$ cat src/design/adc_pkg.sv
// Constants, register offsets and field positions for the converter control.
// Assumes a 16-bit intermodule slave port with byte offsets within the module.
// Functional notes
// - Stop bit high gates the conversion clock and powers down analog circuits.
// - Writing stop high aborts any running conversion sequence.
// - Stop bit resets to one; software clears it to enable conversions.
// - Freeze field: 00 ignore, 01 reserved, 10 finish then halt, 11 halt now.
// - Privileged select bit resets to one, is stored, changes no permissions.
// - Port data read returns the eight pin levels in bits 7..0.
// - Digital pin reads never block analog conversion of that pin.
// - Clock and sample control writes take effect immediately.
// - Resolution bit picks 8 or 10 bits; results aligned to match.
// - Sample time codes give 2, 4, 8 or 16 conversion clocks.
// - Conversion clock divides system clock by prescale plus one, then two.
// - Prescale resets to a total divisor of eight.
// - Channel/mode register always accessible; every write starts a sequence unless stop is set.
// - Write during a sequence aborts it and clears done flags.
// - Sequencer drives mux and array, accumulates decisions, stores results.
// - Eight result registers plus port, control and status registers.
// - Slave only; every access is terminated with an acknowledge.
// - Scan bit selects single or continuous sequences.
// - Length bit selects four or eight conversions per sequence.
// - Block select converts a block of channels in order, else one channel.
// - Sequence-done set on completion, zero while incomplete; in scan mode it stays set until the next channel/mode write.
package adc_pkg;
  localparam int unsigned ADC_AW = 6;
  localparam logic [5:0] ADC_OFS_CFG = 6'h00;
  localparam logic [5:0] ADC_OFS_PORT = 6'h06;
  localparam logic [5:0] ADC_OFS_CLK = 6'h0A;
  localparam logic [5:0] ADC_OFS_CHN = 6'h0C;
  localparam logic [5:0] ADC_OFS_STAT = 6'h0E;
  localparam logic [5:0] ADC_OFS_RES = 6'h10;
  localparam logic [5:0] ADC_RES_MASK = 6'h30;
  // module_config fields
  localparam int unsigned ADC_CFG_STOP = 15;
  localparam int unsigned ADC_CFG_FREEZE = 13;
  localparam int unsigned ADC_CFG_PRIV = 7;
  // clock_sample_control fields
  localparam int unsigned ADC_CLK_RESSEL = 7;
  localparam int unsigned ADC_CLK_SAMP = 5;
  localparam int unsigned ADC_CLK_DIV = 0;
  // channel_mode_control fields
  localparam int unsigned ADC_CHN_SCAN = 6;
  localparam int unsigned ADC_CHN_BLOCK = 5;
  localparam int unsigned ADC_CHN_LEN8 = 4;
  // converter_status fields
  localparam int unsigned ADC_STAT_DONE = 15;
  localparam int unsigned ADC_STAT_COUNT = 8;
  // Reset values
  localparam logic ADC_RST_STOP = 1'b1;
  localparam logic ADC_RST_PRIV = 1'b1;
  localparam logic [1:0] ADC_RST_FREEZE = 2'h0;
  localparam logic [4:0] ADC_RST_DIV = 5'h03;
  localparam logic [1:0] ADC_RST_SAMP = 2'h0;
  localparam logic ADC_RST_RESSEL = 1'b0;
  localparam logic [6:0] ADC_RST_CHN = 7'h00;
  // Freeze responses
  localparam logic [1:0] ADC_FREEZE_FINISH = 2'h2;
  localparam logic [1:0] ADC_FREEZE_NOW = 2'h3;
  // Sample time base in conversion clocks
  localparam logic [4:0] ADC_SAMP_BASE = 5'h02;
  typedef enum logic [1:0] {ADC_ST_IDLE, ADC_ST_SAMPLE, ADC_ST_CONV} adc_state_t;
endpackage : adc_pkg

$ cat src/design/adc_prescaler.sv
// Conversion clock enable generator: modulo counter then divide by two.
// Assumes one system clock; the result is a one-cycle enable pulse.
`timescale 1ns/1ps
`default_nettype none
module adc_prescaler (
  // Clock and reset
  input wire logic clk_sys,
  input wire logic nrst,
  // Control
  input wire logic hold,
  input wire logic [4:0] clock_divider_select,
  // Enable out
  output logic tick
);
  logic [4:0] cnt_q;
  logic half_q;
  logic wrap;
  assign wrap = (cnt_q >= clock_divider_select);
  assign tick = wrap & half_q & ~hold;
  always_ff @(posedge clk_sys or negedge nrst)
  begin
    if (!nrst)
    begin
      cnt_q <= 5'h00;
      half_q <= 1'b0;
    end
    else if (hold)
    begin
      cnt_q <= 5'h00;
      half_q <= 1'b0;
    end
    else if (wrap)
    begin
      cnt_q <= 5'h00;
      half_q <= ~half_q;
    end
    else
    begin
      cnt_q <= cnt_q + 5'h01;
    end
  end
endmodule : adc_prescaler
`default_nettype wire

$ cat src/design/adc_sar.sv
// Successive-approximation register: one decision per conversion clock.
// Assumes comparator high means the sampled input is above the trial code.
`timescale 1ns/1ps
`default_nettype none
module adc_sar #(
  parameter int unsigned W = 10
) (
  // Clock and reset
  input wire logic clk_sys,
  input wire logic nrst,
  // Control
  input wire logic start,
  input wire logic abort,
  input wire logic tick,
  input wire logic res_sel,
  input wire logic cmp_high,
  // Outputs
  output logic [W-1:0] trial_q,
  output logic done_q,
  output logic [W-1:0] result_q
);
  logic [W-1:0] bit_q;
  logic [W-1:0] kept;
  logic [W-1:0] lsb;
  assign kept = cmp_high ? trial_q : (trial_q & ~bit_q);
  assign lsb = res_sel ? W'(1) : W'(4);
  always_ff @(posedge clk_sys or negedge nrst)
  begin
    if (!nrst)
    begin
      bit_q <= '0;
      trial_q <= '0;
      done_q <= 1'b0;
      result_q <= '0;
    end
    else if (abort)
    begin
      bit_q <= '0;
      trial_q <= '0;
      done_q <= 1'b0;
    end
    else if (start)
    begin
      bit_q <= W'(1) << (W - 1);
      trial_q <= W'(1) << (W - 1);
      done_q <= 1'b0;
    end
    else if (tick && bit_q != '0)
    begin
      bit_q <= (bit_q == lsb) ? '0 : (bit_q >> 1);
      trial_q <= (bit_q == lsb) ? kept : (kept | (bit_q >> 1));
      done_q <= (bit_q == lsb);
      result_q <= res_sel ? kept : (kept >> 2);
    end
    else
    begin
      done_q <= 1'b0;
    end
  end
endmodule : adc_sar
`default_nettype wire

$ cat src/design/adc_ctrl.sv
// Converter digital control: registers, prescaler, sequencer and results.
// Assumes single-cycle bus requests; acknowledge follows one cycle later.
`timescale 1ns/1ps
`default_nettype none
module adc_ctrl #(
  parameter int unsigned RES_W = 10,
  parameter int unsigned NRES = 8
) (
  // Clock and reset
  input wire logic clk_sys,
  input wire logic nrst,
  // Intermodule bus slave
  input wire logic bus_req,
  input wire logic bus_wr,
  input wire logic [adc_pkg::ADC_AW-1:0] bus_addr,
  input wire logic [15:0] bus_wdata,
  output logic [15:0] bus_rdata_q,
  output logic bus_ack_q,
  // Debug
  input wire logic debug_halt_request,
  // Pins and analog front end
  input wire logic [7:0] port_pin_levels,
  input wire logic cmp_high,
  output logic [3:0] mux_sel_q,
  output logic sample_q,
  output logic [RES_W-1:0] trial_code_q,
  output logic analog_pd_q
);
  import adc_pkg::*;

  function automatic logic [2:0] last_idx(input logic s8);
    last_idx = s8 ? 3'h7 : 3'h3;
  endfunction : last_idx

  // Configuration registers
  logic stop_q;
  logic [1:0] freeze_response_q;
  logic priv_q;
  logic resolution_select_q;
  logic [1:0] sample_time_select_q;
  logic [4:0] clock_divider_select_q;
  logic [6:0] chn_q;
  // Sequencer state
  adc_state_t st_q;
  adc_state_t st_d;
  logic [2:0] idx_q;
  logic [4:0] samp_cnt_q;
  logic sequence_done_flag_q;
  logic [NRES-1:0] conversion_done_flags_q;
  logic [2:0] cctr_q;
  logic [RES_W-1:0] res_q [NRES];

  // Bus decode
  logic wr;
  logic w_cfg;
  logic w_clk;
  logic w_chn;
  logic stop_set;
  logic abort;
  logic start_seq;
  assign wr = bus_req & bus_wr;
  assign w_cfg = wr & (bus_addr == ADC_OFS_CFG);
  assign w_clk = wr & (bus_addr == ADC_OFS_CLK);
  assign w_chn = wr & (bus_addr == ADC_OFS_CHN);
  assign stop_set = w_cfg & bus_wdata[ADC_CFG_STOP];
  assign abort = stop_set | stop_q | w_chn;
  assign start_seq = w_chn & ~stop_q & ~stop_set;

  // Mode fields
  logic scan;
  logic blk;
  logic s8;
  logic [3:0] chan_field;
  assign scan = chn_q[ADC_CHN_SCAN];
  assign blk = chn_q[ADC_CHN_BLOCK];
  assign s8 = chn_q[ADC_CHN_LEN8];
  assign chan_field = chn_q[3:0];

  // Freeze and clock
  logic hold;
  logic tick;
  logic ctick;
  logic halt_now;
  logic halt_fin;
  assign halt_now = freeze_response_q == ADC_FREEZE_NOW;
  assign halt_fin = (freeze_response_q == ADC_FREEZE_FINISH) & (st_q == ADC_ST_SAMPLE);
  assign hold = debug_halt_request & (halt_now | halt_fin);
  assign ctick = tick & ~hold;

  adc_prescaler u_presc (
    .clk_sys(clk_sys),
    .nrst(nrst),
    .hold(stop_q),
    .clock_divider_select(clock_divider_select_q),
    .tick(tick)
  );

  // Sample length and channel
  logic [4:0] samp_len;
  logic samp_last;
  logic samp_end;
  logic samp_show;
  logic [3:0] chan_d;
  assign samp_len = ADC_SAMP_BASE << sample_time_select_q;
  assign samp_last = (samp_cnt_q >= samp_len - 5'h01);
  assign samp_end = ctick & samp_last;
  assign samp_show = (st_q == ADC_ST_SAMPLE) & ~abort;
  assign chan_d = !blk ? chan_field :
                  s8 ? {chan_field[3], idx_q} :
                  {chan_field[3:2], idx_q[1:0]};

  // Successive approximation
  logic sar_done;
  logic [RES_W-1:0] sar_result;
  logic [RES_W-1:0] sar_trial;
  adc_sar #(.W(RES_W)) u_sar (
    .clk_sys(clk_sys),
    .nrst(nrst),
    .start(samp_end & (st_q == ADC_ST_SAMPLE)),
    .abort(abort),
    .tick(ctick),
    .res_sel(resolution_select_q),
    .cmp_high(cmp_high),
    .trial_q(sar_trial),
    .done_q(sar_done),
    .result_q(sar_result)
  );

  logic conv_end;
  logic seq_end;
  assign conv_end = (st_q == ADC_ST_CONV) & sar_done;
  assign seq_end = conv_end & (idx_q == last_idx(s8));

  // Next state
  always_comb
  begin
    st_d = st_q;
    case (st_q)
      ADC_ST_IDLE:
        st_d = ADC_ST_IDLE;
      ADC_ST_SAMPLE:
        if (samp_end)
        begin
          st_d = ADC_ST_CONV;
        end
      ADC_ST_CONV:
        if (seq_end && !scan)
        begin
          st_d = ADC_ST_IDLE;
        end
        else if (conv_end)
        begin
          st_d = ADC_ST_SAMPLE;
        end
      default:
        st_d = ADC_ST_IDLE;
    endcase
    if (abort)
    begin
      st_d = ADC_ST_IDLE;
    end
    if (start_seq)
    begin
      st_d = ADC_ST_SAMPLE;
    end
  end

  // Configuration registers
  always_ff @(posedge clk_sys or negedge nrst)
  begin
    if (!nrst)
    begin
      stop_q <= ADC_RST_STOP;
      freeze_response_q <= ADC_RST_FREEZE;
      priv_q <= ADC_RST_PRIV;
    end
    else if (w_cfg)
    begin
      stop_q <= bus_wdata[ADC_CFG_STOP];
      freeze_response_q <= bus_wdata[ADC_CFG_FREEZE +: 2];
      priv_q <= bus_wdata[ADC_CFG_PRIV];
    end
  end

  always_ff @(posedge clk_sys or negedge nrst)
  begin
    if (!nrst)
    begin
      clock_divider_select_q <= ADC_RST_DIV;
      sample_time_select_q <= ADC_RST_SAMP;
      resolution_select_q <= ADC_RST_RESSEL;
    end
    else if (w_clk)
    begin
      clock_divider_select_q <= bus_wdata[ADC_CLK_DIV +: 5];
      sample_time_select_q <= bus_wdata[ADC_CLK_SAMP +: 2];
      resolution_select_q <= bus_wdata[ADC_CLK_RESSEL];
    end
  end

  always_ff @(posedge clk_sys or negedge nrst)
  begin
    if (!nrst)
    begin
      chn_q <= ADC_RST_CHN;
    end
    else if (w_chn)
    begin
      chn_q <= bus_wdata[6:0];
    end
  end

  // Sequencer
  always_ff @(posedge clk_sys or negedge nrst)
  begin
    if (!nrst)
    begin
      st_q <= ADC_ST_IDLE;
      idx_q <= 3'h0;
      samp_cnt_q <= 5'h00;
    end
    else
    begin
      st_q <= st_d;
      if (st_d != ADC_ST_SAMPLE || st_q != ADC_ST_SAMPLE || start_seq)
      begin
        samp_cnt_q <= 5'h00;
      end
      else if (ctick)
      begin
        samp_cnt_q <= samp_cnt_q + 5'h01;
      end
      if (start_seq || abort || seq_end)
      begin
        idx_q <= 3'h0;
      end
      else if (conv_end)
      begin
        idx_q <= idx_q + 3'h1;
      end
    end
  end

  // Flags and counter
  always_ff @(posedge clk_sys or negedge nrst)
  begin
    if (!nrst)
    begin
      sequence_done_flag_q <= 1'b0;
      conversion_done_flags_q <= '0;
      cctr_q <= 3'h0;
    end
    else if (w_chn)
    begin
      sequence_done_flag_q <= 1'b0;
      conversion_done_flags_q <= '0;
      cctr_q <= 3'h0;
    end
    else if (conv_end)
    begin
      conversion_done_flags_q[idx_q] <= 1'b1;
      cctr_q <= idx_q + 3'h1;
      if (seq_end)
      begin
        sequence_done_flag_q <= 1'b1;
      end
    end
  end

  // Result registers
  genvar gi;
  generate
    for (gi = 0; gi < NRES; gi++)
    begin : g_res
      always_ff @(posedge clk_sys or negedge nrst)
      begin
        if (!nrst)
        begin
          res_q[gi] <= '0;
        end
        else if (conv_end && idx_q == 3'(gi))
        begin
          res_q[gi] <= sar_result;
        end
      end
    end
  endgenerate

  // Analog side outputs
  always_ff @(posedge clk_sys or negedge nrst)
  begin
    if (!nrst)
    begin
      mux_sel_q <= 4'h0;
      sample_q <= 1'b0;
      trial_code_q <= '0;
      analog_pd_q <= ADC_RST_STOP;
    end
    else
    begin
      mux_sel_q <= chan_d;
      sample_q <= samp_show;
      trial_code_q <= sar_trial;
      analog_pd_q <= stop_q;
    end
  end

  // Read mux
  logic [15:0] rd_cfg;
  logic [15:0] rd_clk;
  logic [15:0] rd_stat;
  logic [15:0] rd_mux;
  logic [2:0] rsel;
  assign rd_cfg = {stop_q, freeze_response_q, 5'h00, priv_q, 7'h00};
  assign rd_clk = {8'h00, resolution_select_q, sample_time_select_q, clock_divider_select_q};
  assign rd_stat = {sequence_done_flag_q, 4'h0, cctr_q, conversion_done_flags_q};
  assign rsel = bus_addr[3:1];
  assign rd_mux = ((bus_addr & ADC_RES_MASK) == ADC_OFS_RES) ?
                  16'(res_q[rsel]) :
                  (bus_addr == ADC_OFS_CFG) ? rd_cfg :
                  (bus_addr == ADC_OFS_PORT) ? {8'h00, port_pin_levels} :
                  (bus_addr == ADC_OFS_CLK) ? rd_clk :
                  (bus_addr == ADC_OFS_CHN) ? {9'h000, chn_q} :
                  (bus_addr == ADC_OFS_STAT) ? rd_stat :
                  16'h0000;

  // Bus termination
  always_ff @(posedge clk_sys or negedge nrst)
  begin
    if (!nrst)
    begin
      bus_ack_q <= 1'b0;
      bus_rdata_q <= 16'h0000;
    end
    else
    begin
      bus_ack_q <= bus_req;
      bus_rdata_q <= (bus_req && !bus_wr) ? rd_mux : 16'h0000;
    end
  end
endmodule : adc_ctrl
`default_nettype wire

$ cat config.mk
export PLATFORM = sky130hd
export DESIGN_NAME = adc_ctrl
export DESIGN_NICKNAME = d
export VERILOG_FILES = /design/src/design/adc_pkg.sv /design/src/design/adc_prescaler.sv /design/src/design/adc_sar.sv /design/src/design/adc_ctrl.sv
export SDC_FILE = /design/constraint.sdc
export NUM_CORES = 1
export LEC_CHECK = 0
export ABC_AREA = 1
export CAP_MARGIN = 15
export CORE_MARGIN = 4
export CORE_UTILIZATION = 45
export DETAILED_ROUTE_END_ITERATION = 10
export DONT_BUFFER_PORTS = 1
export PLACE_DENSITY_LB_ADDON = 0.08
export SETUP_SLACK_MARGIN = 0.15
export SLEW_MARGIN = 10
export SYNTH_ARGS = -nofsm -noshare
export SYNTH_HDL_FRONTEND = slang
export SYNTH_SLANG_ARGS = --single-unit
$ cat constraint.sdc
create_clock -name clk_sys -period 2.9 [get_ports clk_sys]
set_clock_uncertainty 0.2 [all_clocks]
set_input_delay 0.145 -clock clk_sys [delete_from_list [all_inputs] [get_ports clk_sys]]
set_output_delay 0.145 -clock clk_sys [all_outputs]
set_load 0.1 [all_outputs]
# Yosys cells after proc, flatten, opt, wreduce, memory -nomap -nowiden
# Cells that the tools add are included.
# Widths: inputs -> output; s select.
[totals]
ff_bits = 191
latchBits = 0
ramBits = 0
rom_bits = 0
inputBits = 36
output_inout_bits = 33
mem_count = 0
[classes]
n_addsub = 4
mul = 0
n_div = 0
magnitude_cmp = 5
eq_ne = 20
n_shift = 1
mux = 49
bitwise_logic = 31
reduce_logical = 29
[op_table]
columns = ["cell", "count"]
rows = [
  ["$mux 16", 7],
  ["$mux 10", 11],
  ["$bmux 10 s3", 1],
  ["$mux 3", 7],
  ["$mux 5", 4],
  ["$eq 6x4->1 const B", 3],
  ["$and 1x1->1", 17],
  ["$mux 8", 2],
  ["$eq 3x3->1 const B", 4],
  ["$logic_and 1x1->1", 12],
  ["$add 5x1->5 const B", 2],
  ["$and 10x10->10", 1],
  ["$eq 10x10->1", 1],
  ["$ge 5x5->1", 2],
  ["$mux 2", 5],
  ["$not 10->10", 1],
  ["$or 10x9->10", 1],
  ["$reduce_bool 10->1", 1],
  ["$reduce_bool 2->1", 5],
  ["$mux 1", 9],
  ["$mux 9", 1],
  ["$or 8x8->8", 1],
  ["$eq 2x2->1 const B", 3],
  ["$eq 3x2->1 const B", 2],
  ["23 further kinds", 36],
]

# Longest topological paths before layout
[logic_depth]
depth_word = 15
ltp_mapped = 14

# Hierarchy
# A second synthesis with hierarchy kept.
[hier_totals]
cells_unflattened = 1043
hier_area_um2 = 8996.1
[modules_own_cells]
columns = ["module", "instances", "cells_per_inst", "area_each_um2", "seq_area_each_um2"]
rows = [
  ["adc_ctrl", 1, 823, 7010.5, 3809.9],
  ["adc_sar", 1, 167, 1552.7, 775.7],
  ["adc_prescaler", 1, 53, 432.9, 150.1],
]

# Worst setup path before layout
# No wires, ideal clock.
[synth_path]
kind = "reg-to-reg"
start = "register clock_divider_select_q[1]"
end = "register u_sar.result_q[3]"
setup_ps = 123
arrival_time_ps = 1959
required_ps = 2577
path_slack_ps = 618
stages_incl_launch_ff = 15
synth_period_minus_slack_ps = 2282
path_cell_list = "dfstp_2 > inv_1 > ha_1 > nand2_1 > nor2_1 > nand2_1 > nand3_1 > nand3_2 > nor2_1 > nand2_1 > nand2_4 > nor2_4 > buf_6 > nand2_1 > o21ai_2"
[synth_between]
elab_chain_len = 8
word_cells_on_any_way = 9
[synth_lines]
columns = ["element", "line_no", "text"]
rows = [
  ["start, declared", "adc_ctrl.sv:41", "logic [4:0] clock_divider_select_q;"],
  ["start signal, assigned", "adc_ctrl.sv:195", "clock_divider_select_q <= bus_wdata[ADC_CLK_DIV +: 5];"],
  ["$ge 5x5->1 *", "adc_prescaler.sv:18", "assign wrap = (cnt_q >= clock_divider_select);"],
  ["$and 1x1->1 * (2 in series)", "adc_prescaler.sv:19", "assign tick = wrap & half_q & ~hold;"],
  ["$and 1x1->1 *", "adc_ctrl.sv:88", "assign ctick = tick & ~hold;"],
  ["$and 1x1->1", "adc_ctrl.sv:106", "assign samp_end = ctick & samp_last;"],
  ["$and 1x1->1", "adc_ctrl.sv:119", ".start(samp_end & (st_q == ADC_ST_SAMPLE)),"],
  ["$not 1->1 (no line)", "n/a", ""],
  ["$reduce_and 3->1 (no line) *", "n/a", ""],
  ["end signal, assigned", "adc_sar.sv:53", "result_q <= res_sel ? kept : (kept >> 2);"],
  ["end, declared", "adc_sar.sv:20", "output logic [W-1:0] result_q"],
]
# Mark *: on every way between the ends. The rest lies on a longest branch, timed or not.
# A chain may end at the register's enable or synchronous reset.

# Final worst setup path
[layout_path]
start = "input port bus_addr[0] (netlist bit)"
end = "register bus_rdata_q[1]"
[layout_between]
elab_chain_len = 8
word_cells_on_any_way = 12
[layout_lines]
columns = ["element", "line_no", "text"]
rows = [
  ["start, declared", "adc_ctrl.sv:15", "input wire logic [adc_pkg::ADC_AW-1:0] bus_addr,"],
  ["$eq 6x4->1", "adc_ctrl.sv:324", "(bus_addr == ADC_OFS_STAT) ? rd_stat :"],
  ["$mux 16", "adc_ctrl.sv:324", ""],
  ["$mux 16", "adc_ctrl.sv:323", "(bus_addr == ADC_OFS_CHN) ? {9'h000, chn_q} :"],
  ["$mux 16", "adc_ctrl.sv:322", "(bus_addr == ADC_OFS_CLK) ? rd_clk :"],
  ["$mux 16", "adc_ctrl.sv:321", "(bus_addr == ADC_OFS_PORT) ? {8'h00, port_pin_levels} :"],
  ["$mux 16 *", "adc_ctrl.sv:320", "(bus_addr == ADC_OFS_CFG) ? rd_cfg :"],
  ["$mux 16 *", "adc_ctrl.sv:318", "assign rd_mux = ((bus_addr & ADC_RES_MASK) == ADC_OFS_RES) ?"],
  ["$mux 16 *", "adc_ctrl.sv:338", "bus_rdata_q <= (bus_req && !bus_wr) ? rd_mux : 16'h0000;"],
  ["end signal, assigned", "adc_ctrl.sv:338", ""],
  ["end, declared", "adc_ctrl.sv:17", "output logic [15:0] bus_rdata_q,"],
]
# Marked as above.

==> flow_summary.json <==
{
  "final-hold-violation-count": 189,
  "cts_tree": "done",
  "holdBufCountCts": 60,
  "crit_required_ps": 3080,
  "whs_ps": -794,
  "drt-total-wl_mm": 23.4,
  "slew_violations": 0,
  "diodes": 0,
  "dpl.hpwl_mm": 15.0,
  "syn_area_mm2": 0.00869,
  "clk_latency_ps": 440,
  "grt.total_usage_pct": 22.2,
  "grt_pass1_wl_mm": 37.8,
  "maxCapViolCount": 0,
  "vias": 6951,
  "die_x_um": 147,
  "placed_area_mm2": 0.00898,
  "yosysTopAreaCell": "dfrtp_1",
  "detail-route-antenna-nets": 0,
  "setup_tns_ps": 0,
  "rows": 50,
  "p_clk_share_pct": 39.7,
  "cp-start-kind": "input pin",
  "fmax_ghz": 0.366,
  "fin_util_pct": 53.9,
  "outcome": "complete, but fails checks",
  "violations": "negative hold slack",
  "antenna_found_initial": 0,
  "ys_seq_area_share_pct": 54.5,
  "irDropWorstVdd_v": 0.000403,
  "cts_made_buffers": 17,
  "p_int_uw": 3950,
  "die-area_mm2": 0.0216,
  "worst_pin_slew_ps": 904,
  "htree_levels": 4,
  "cp-startpoint": "bus_addr[0]",
  "design_area_mm2": 0.0101,
  "r2r_end": "u_sar.result_q[9]",
  "dpl.cell_count": 1229,
  "synth_common_cells": "nand2_1, dfrtp_1, o21ai_0",
  "grt_pass1_vias": 6862,
  "io_buffers": 0,
  "worstPathArrival_ps": 2910,
  "worst-setup-path-type": "in -> reg",
  "layout-drive-gt1-share_pct": 9.88,
  "clockRootBuffer": "clkbuf_16",
  "core_mm2": 0.0188,
  "worstPathMaxFanout": 8,
  "path_clk_slew_ps": 70,
  "synth_area_per_cell_um2": 8.79,
  "leakage_uw": 0.00468,
  "worstHoldPathType": "in -> async",
  "gp_congestion": 0.821,
  "ys_warn_count": 0,
  "die_y_um": 147,
  "remaining_drc_errors": 0,
  "clock_path_buffers": 2,
  "endpoint_kind": "flop",
  "p_per_area_mw_per_mm2": 529,
  "synthArstFlopShare_pct": 100,
  "swShare_pct": 26.4,
  "synth_area_leaders": "dfrtp_1, nand2_1, o21ai_0, a21oi_1, inv_1",
  "clock-sinks": 189,
  "post-route-period-util_pct": 94.3,
  "synth.distinct_cells": 45,
  "netlist_instances": 989,
  "yosysMostFrequentCell": "nand2_1",
  "reg2reg_from": "clock_divider_select_q[1]",
  "fin_cells": 1323,
  "finalSetupViolCount": 0,
  "post_cts_buffers": 0,
  "initial_core_util_pct": 46.2,
  "synth_seq_cells": 189,
  "area_delta_synth_final_pct": 16.7,
  "synth-edff-count": 0,
  "wl_per_cell_um": 17.7,
  "ff2ff_setup_slack_ps": 390,
  "final_nets": 1105,
  "grt_max_degree": 190,
  "rsz0062_at_grt": "true",
  "vias_per_cell": 5.25,
  "switchingPower_uw": 1420,
  "ios": 69,
  "drtIter0Drc": 581,
  "reg2reg_depth": 13,
  "synth_top_area_share_pct": 53.0,
  "slew-limit-headroom_pct": 39.8,
  "fin_crit_ps": 2730,
  "grt-ovfl-total": 0,
  "comb_power_share_pct": 6.8,
  "ys.flop_type": "dfrtp_1",
  "sequentialPowerShare_pct": 53.5,
  "drt_pass1_iterations": 7
}
==> power by group through the flow <==
stage | Combinational (µW) | Clock, µW | Sequential, µW
finish | 363 | 2130 | 2870
global route | 405 | 2300 | 2880
CTS | 357 | 2190 | 2870
detailed placement | 279 | 0 | 2920
global placement | 276 | 0 | 2920
floorplan | 217 | 0 | 2910
==> worst max path at each step <==
stage	to	slack [ps]
5_1_grt	bus_rdata_q[1]	40
2_1_floorplan	u_sar.result_q[3]	620
4_1_cts	u_sar.result_q[0]	180
3_5_place_dp	u_sar.result_q[7]	210
3_3_place_gp	u_sar.result_q[0]	270
6_report	bus_rdata_q[1]	170
==> cell type report <==
class                      instances  area, µm²
multi-input combinational        664       3420
sequential                       189       4740
inverter                          97        369
clock buffer                      18        429
clock inverter                    14       97.6
fill                            1714       8690
tap                              260        325
timing repair buffer              81        771
==> layer usage <==
| metal | vias to the layer above | track usage, % | part of all wire [%] |
|---|---|---|---|
| li1 | 3377 | - | - |
| met1 | 3412 | 32.3 | 48 |
| met2 | 136 | 33.9 | 46 |
| met3 | 26 | 4.26 | 4.1 |
| met4 | 0 | 6.80 | 1.8 |
| met5 | - | 0 | 0 |
==> kinds of logic (layout without fill, tap and decap cells) <==
kind of cell	count (synthesis)	count (layout)	share of synthesized area [%]
simple gates	381	383	19.1
compound gates	250	250	15.9
flops	189	189	54.5
buf+inv	139	210	6.67
fa+ha+maj	19	19	2.74
xor+xnor	7	7	0.705
other cells	2	3	0.0864
mux	2	2	0.259
==> state kept, by name (all words and copies together) (netlist names), 2 cells and up <==
name                     cells
samp_cnt_q                   5
trial_code_q                10
sample_time_select_q         2
st_q                         2
cctr_q                       3
res_q                       80
u_sar.trial_q               10
mux_sel_q                    4
clock_divider_select_q       5
u_presc.cnt_q                5
chn_q                        7
freeze_response_q            2
u_sar.bit_q                 10
idx_q                        3
conversion_done_flags_q      8
bus_rdata_q                 14
u_sar.result_q              10
==> layout by cell type, fill, tap and decap left out, types with 16 or more instances in the layout <==
cell type,netlist,routed
o21ai_2,16,16
buf_4,5,20
nand3_1,38,38
a21oi_1,69,69
inv_1,90,89
dfrtp_1,184,184
clkbuf_16,0,17
nand2_1,214,213
nor3_1,16,16
o21ai_0,119,119
ha_1,19,19
dlygate4sd3_1,0,60
nor2_1,81,80
==> through the flow <==
| step | power (µW) | worst slack, ps | hold WS, ps |
|---|---|---|---|
| 4_1_cts | 5420 | 178 | -817 |
| 2_1_floorplan | 3120 | 618 | -351 |
| 5_1_grt | 5580 | 41.7 | -823 |
| 3_5_place_dp | 3200 | 213 | -344 |
| 6_report | 5370 | 165 | -794 |
| 3_3_place_gp | 3200 | 273 | -346 |
==> worst max-delay path: stages <==
cell and delay (ps):
dlygate4sd3_1 620, inv_1 190, nand4_1 180, inv_2 180, a21oi_1 110, o211ai_1 100
o21ai_0 120, dlygate4sd3_1 580, a21oi_1 130, dlygate4sd3_1 560
==> what timing repair did <==
action / 4_1_cts / 5_1_grt
endpoints found under the setup margin: 0 / 32
gates resized for setup: 0 / 6
endpoints found under the hold margin: 256 / 189
Note: power is estimated with default switching activity, not from simulation.
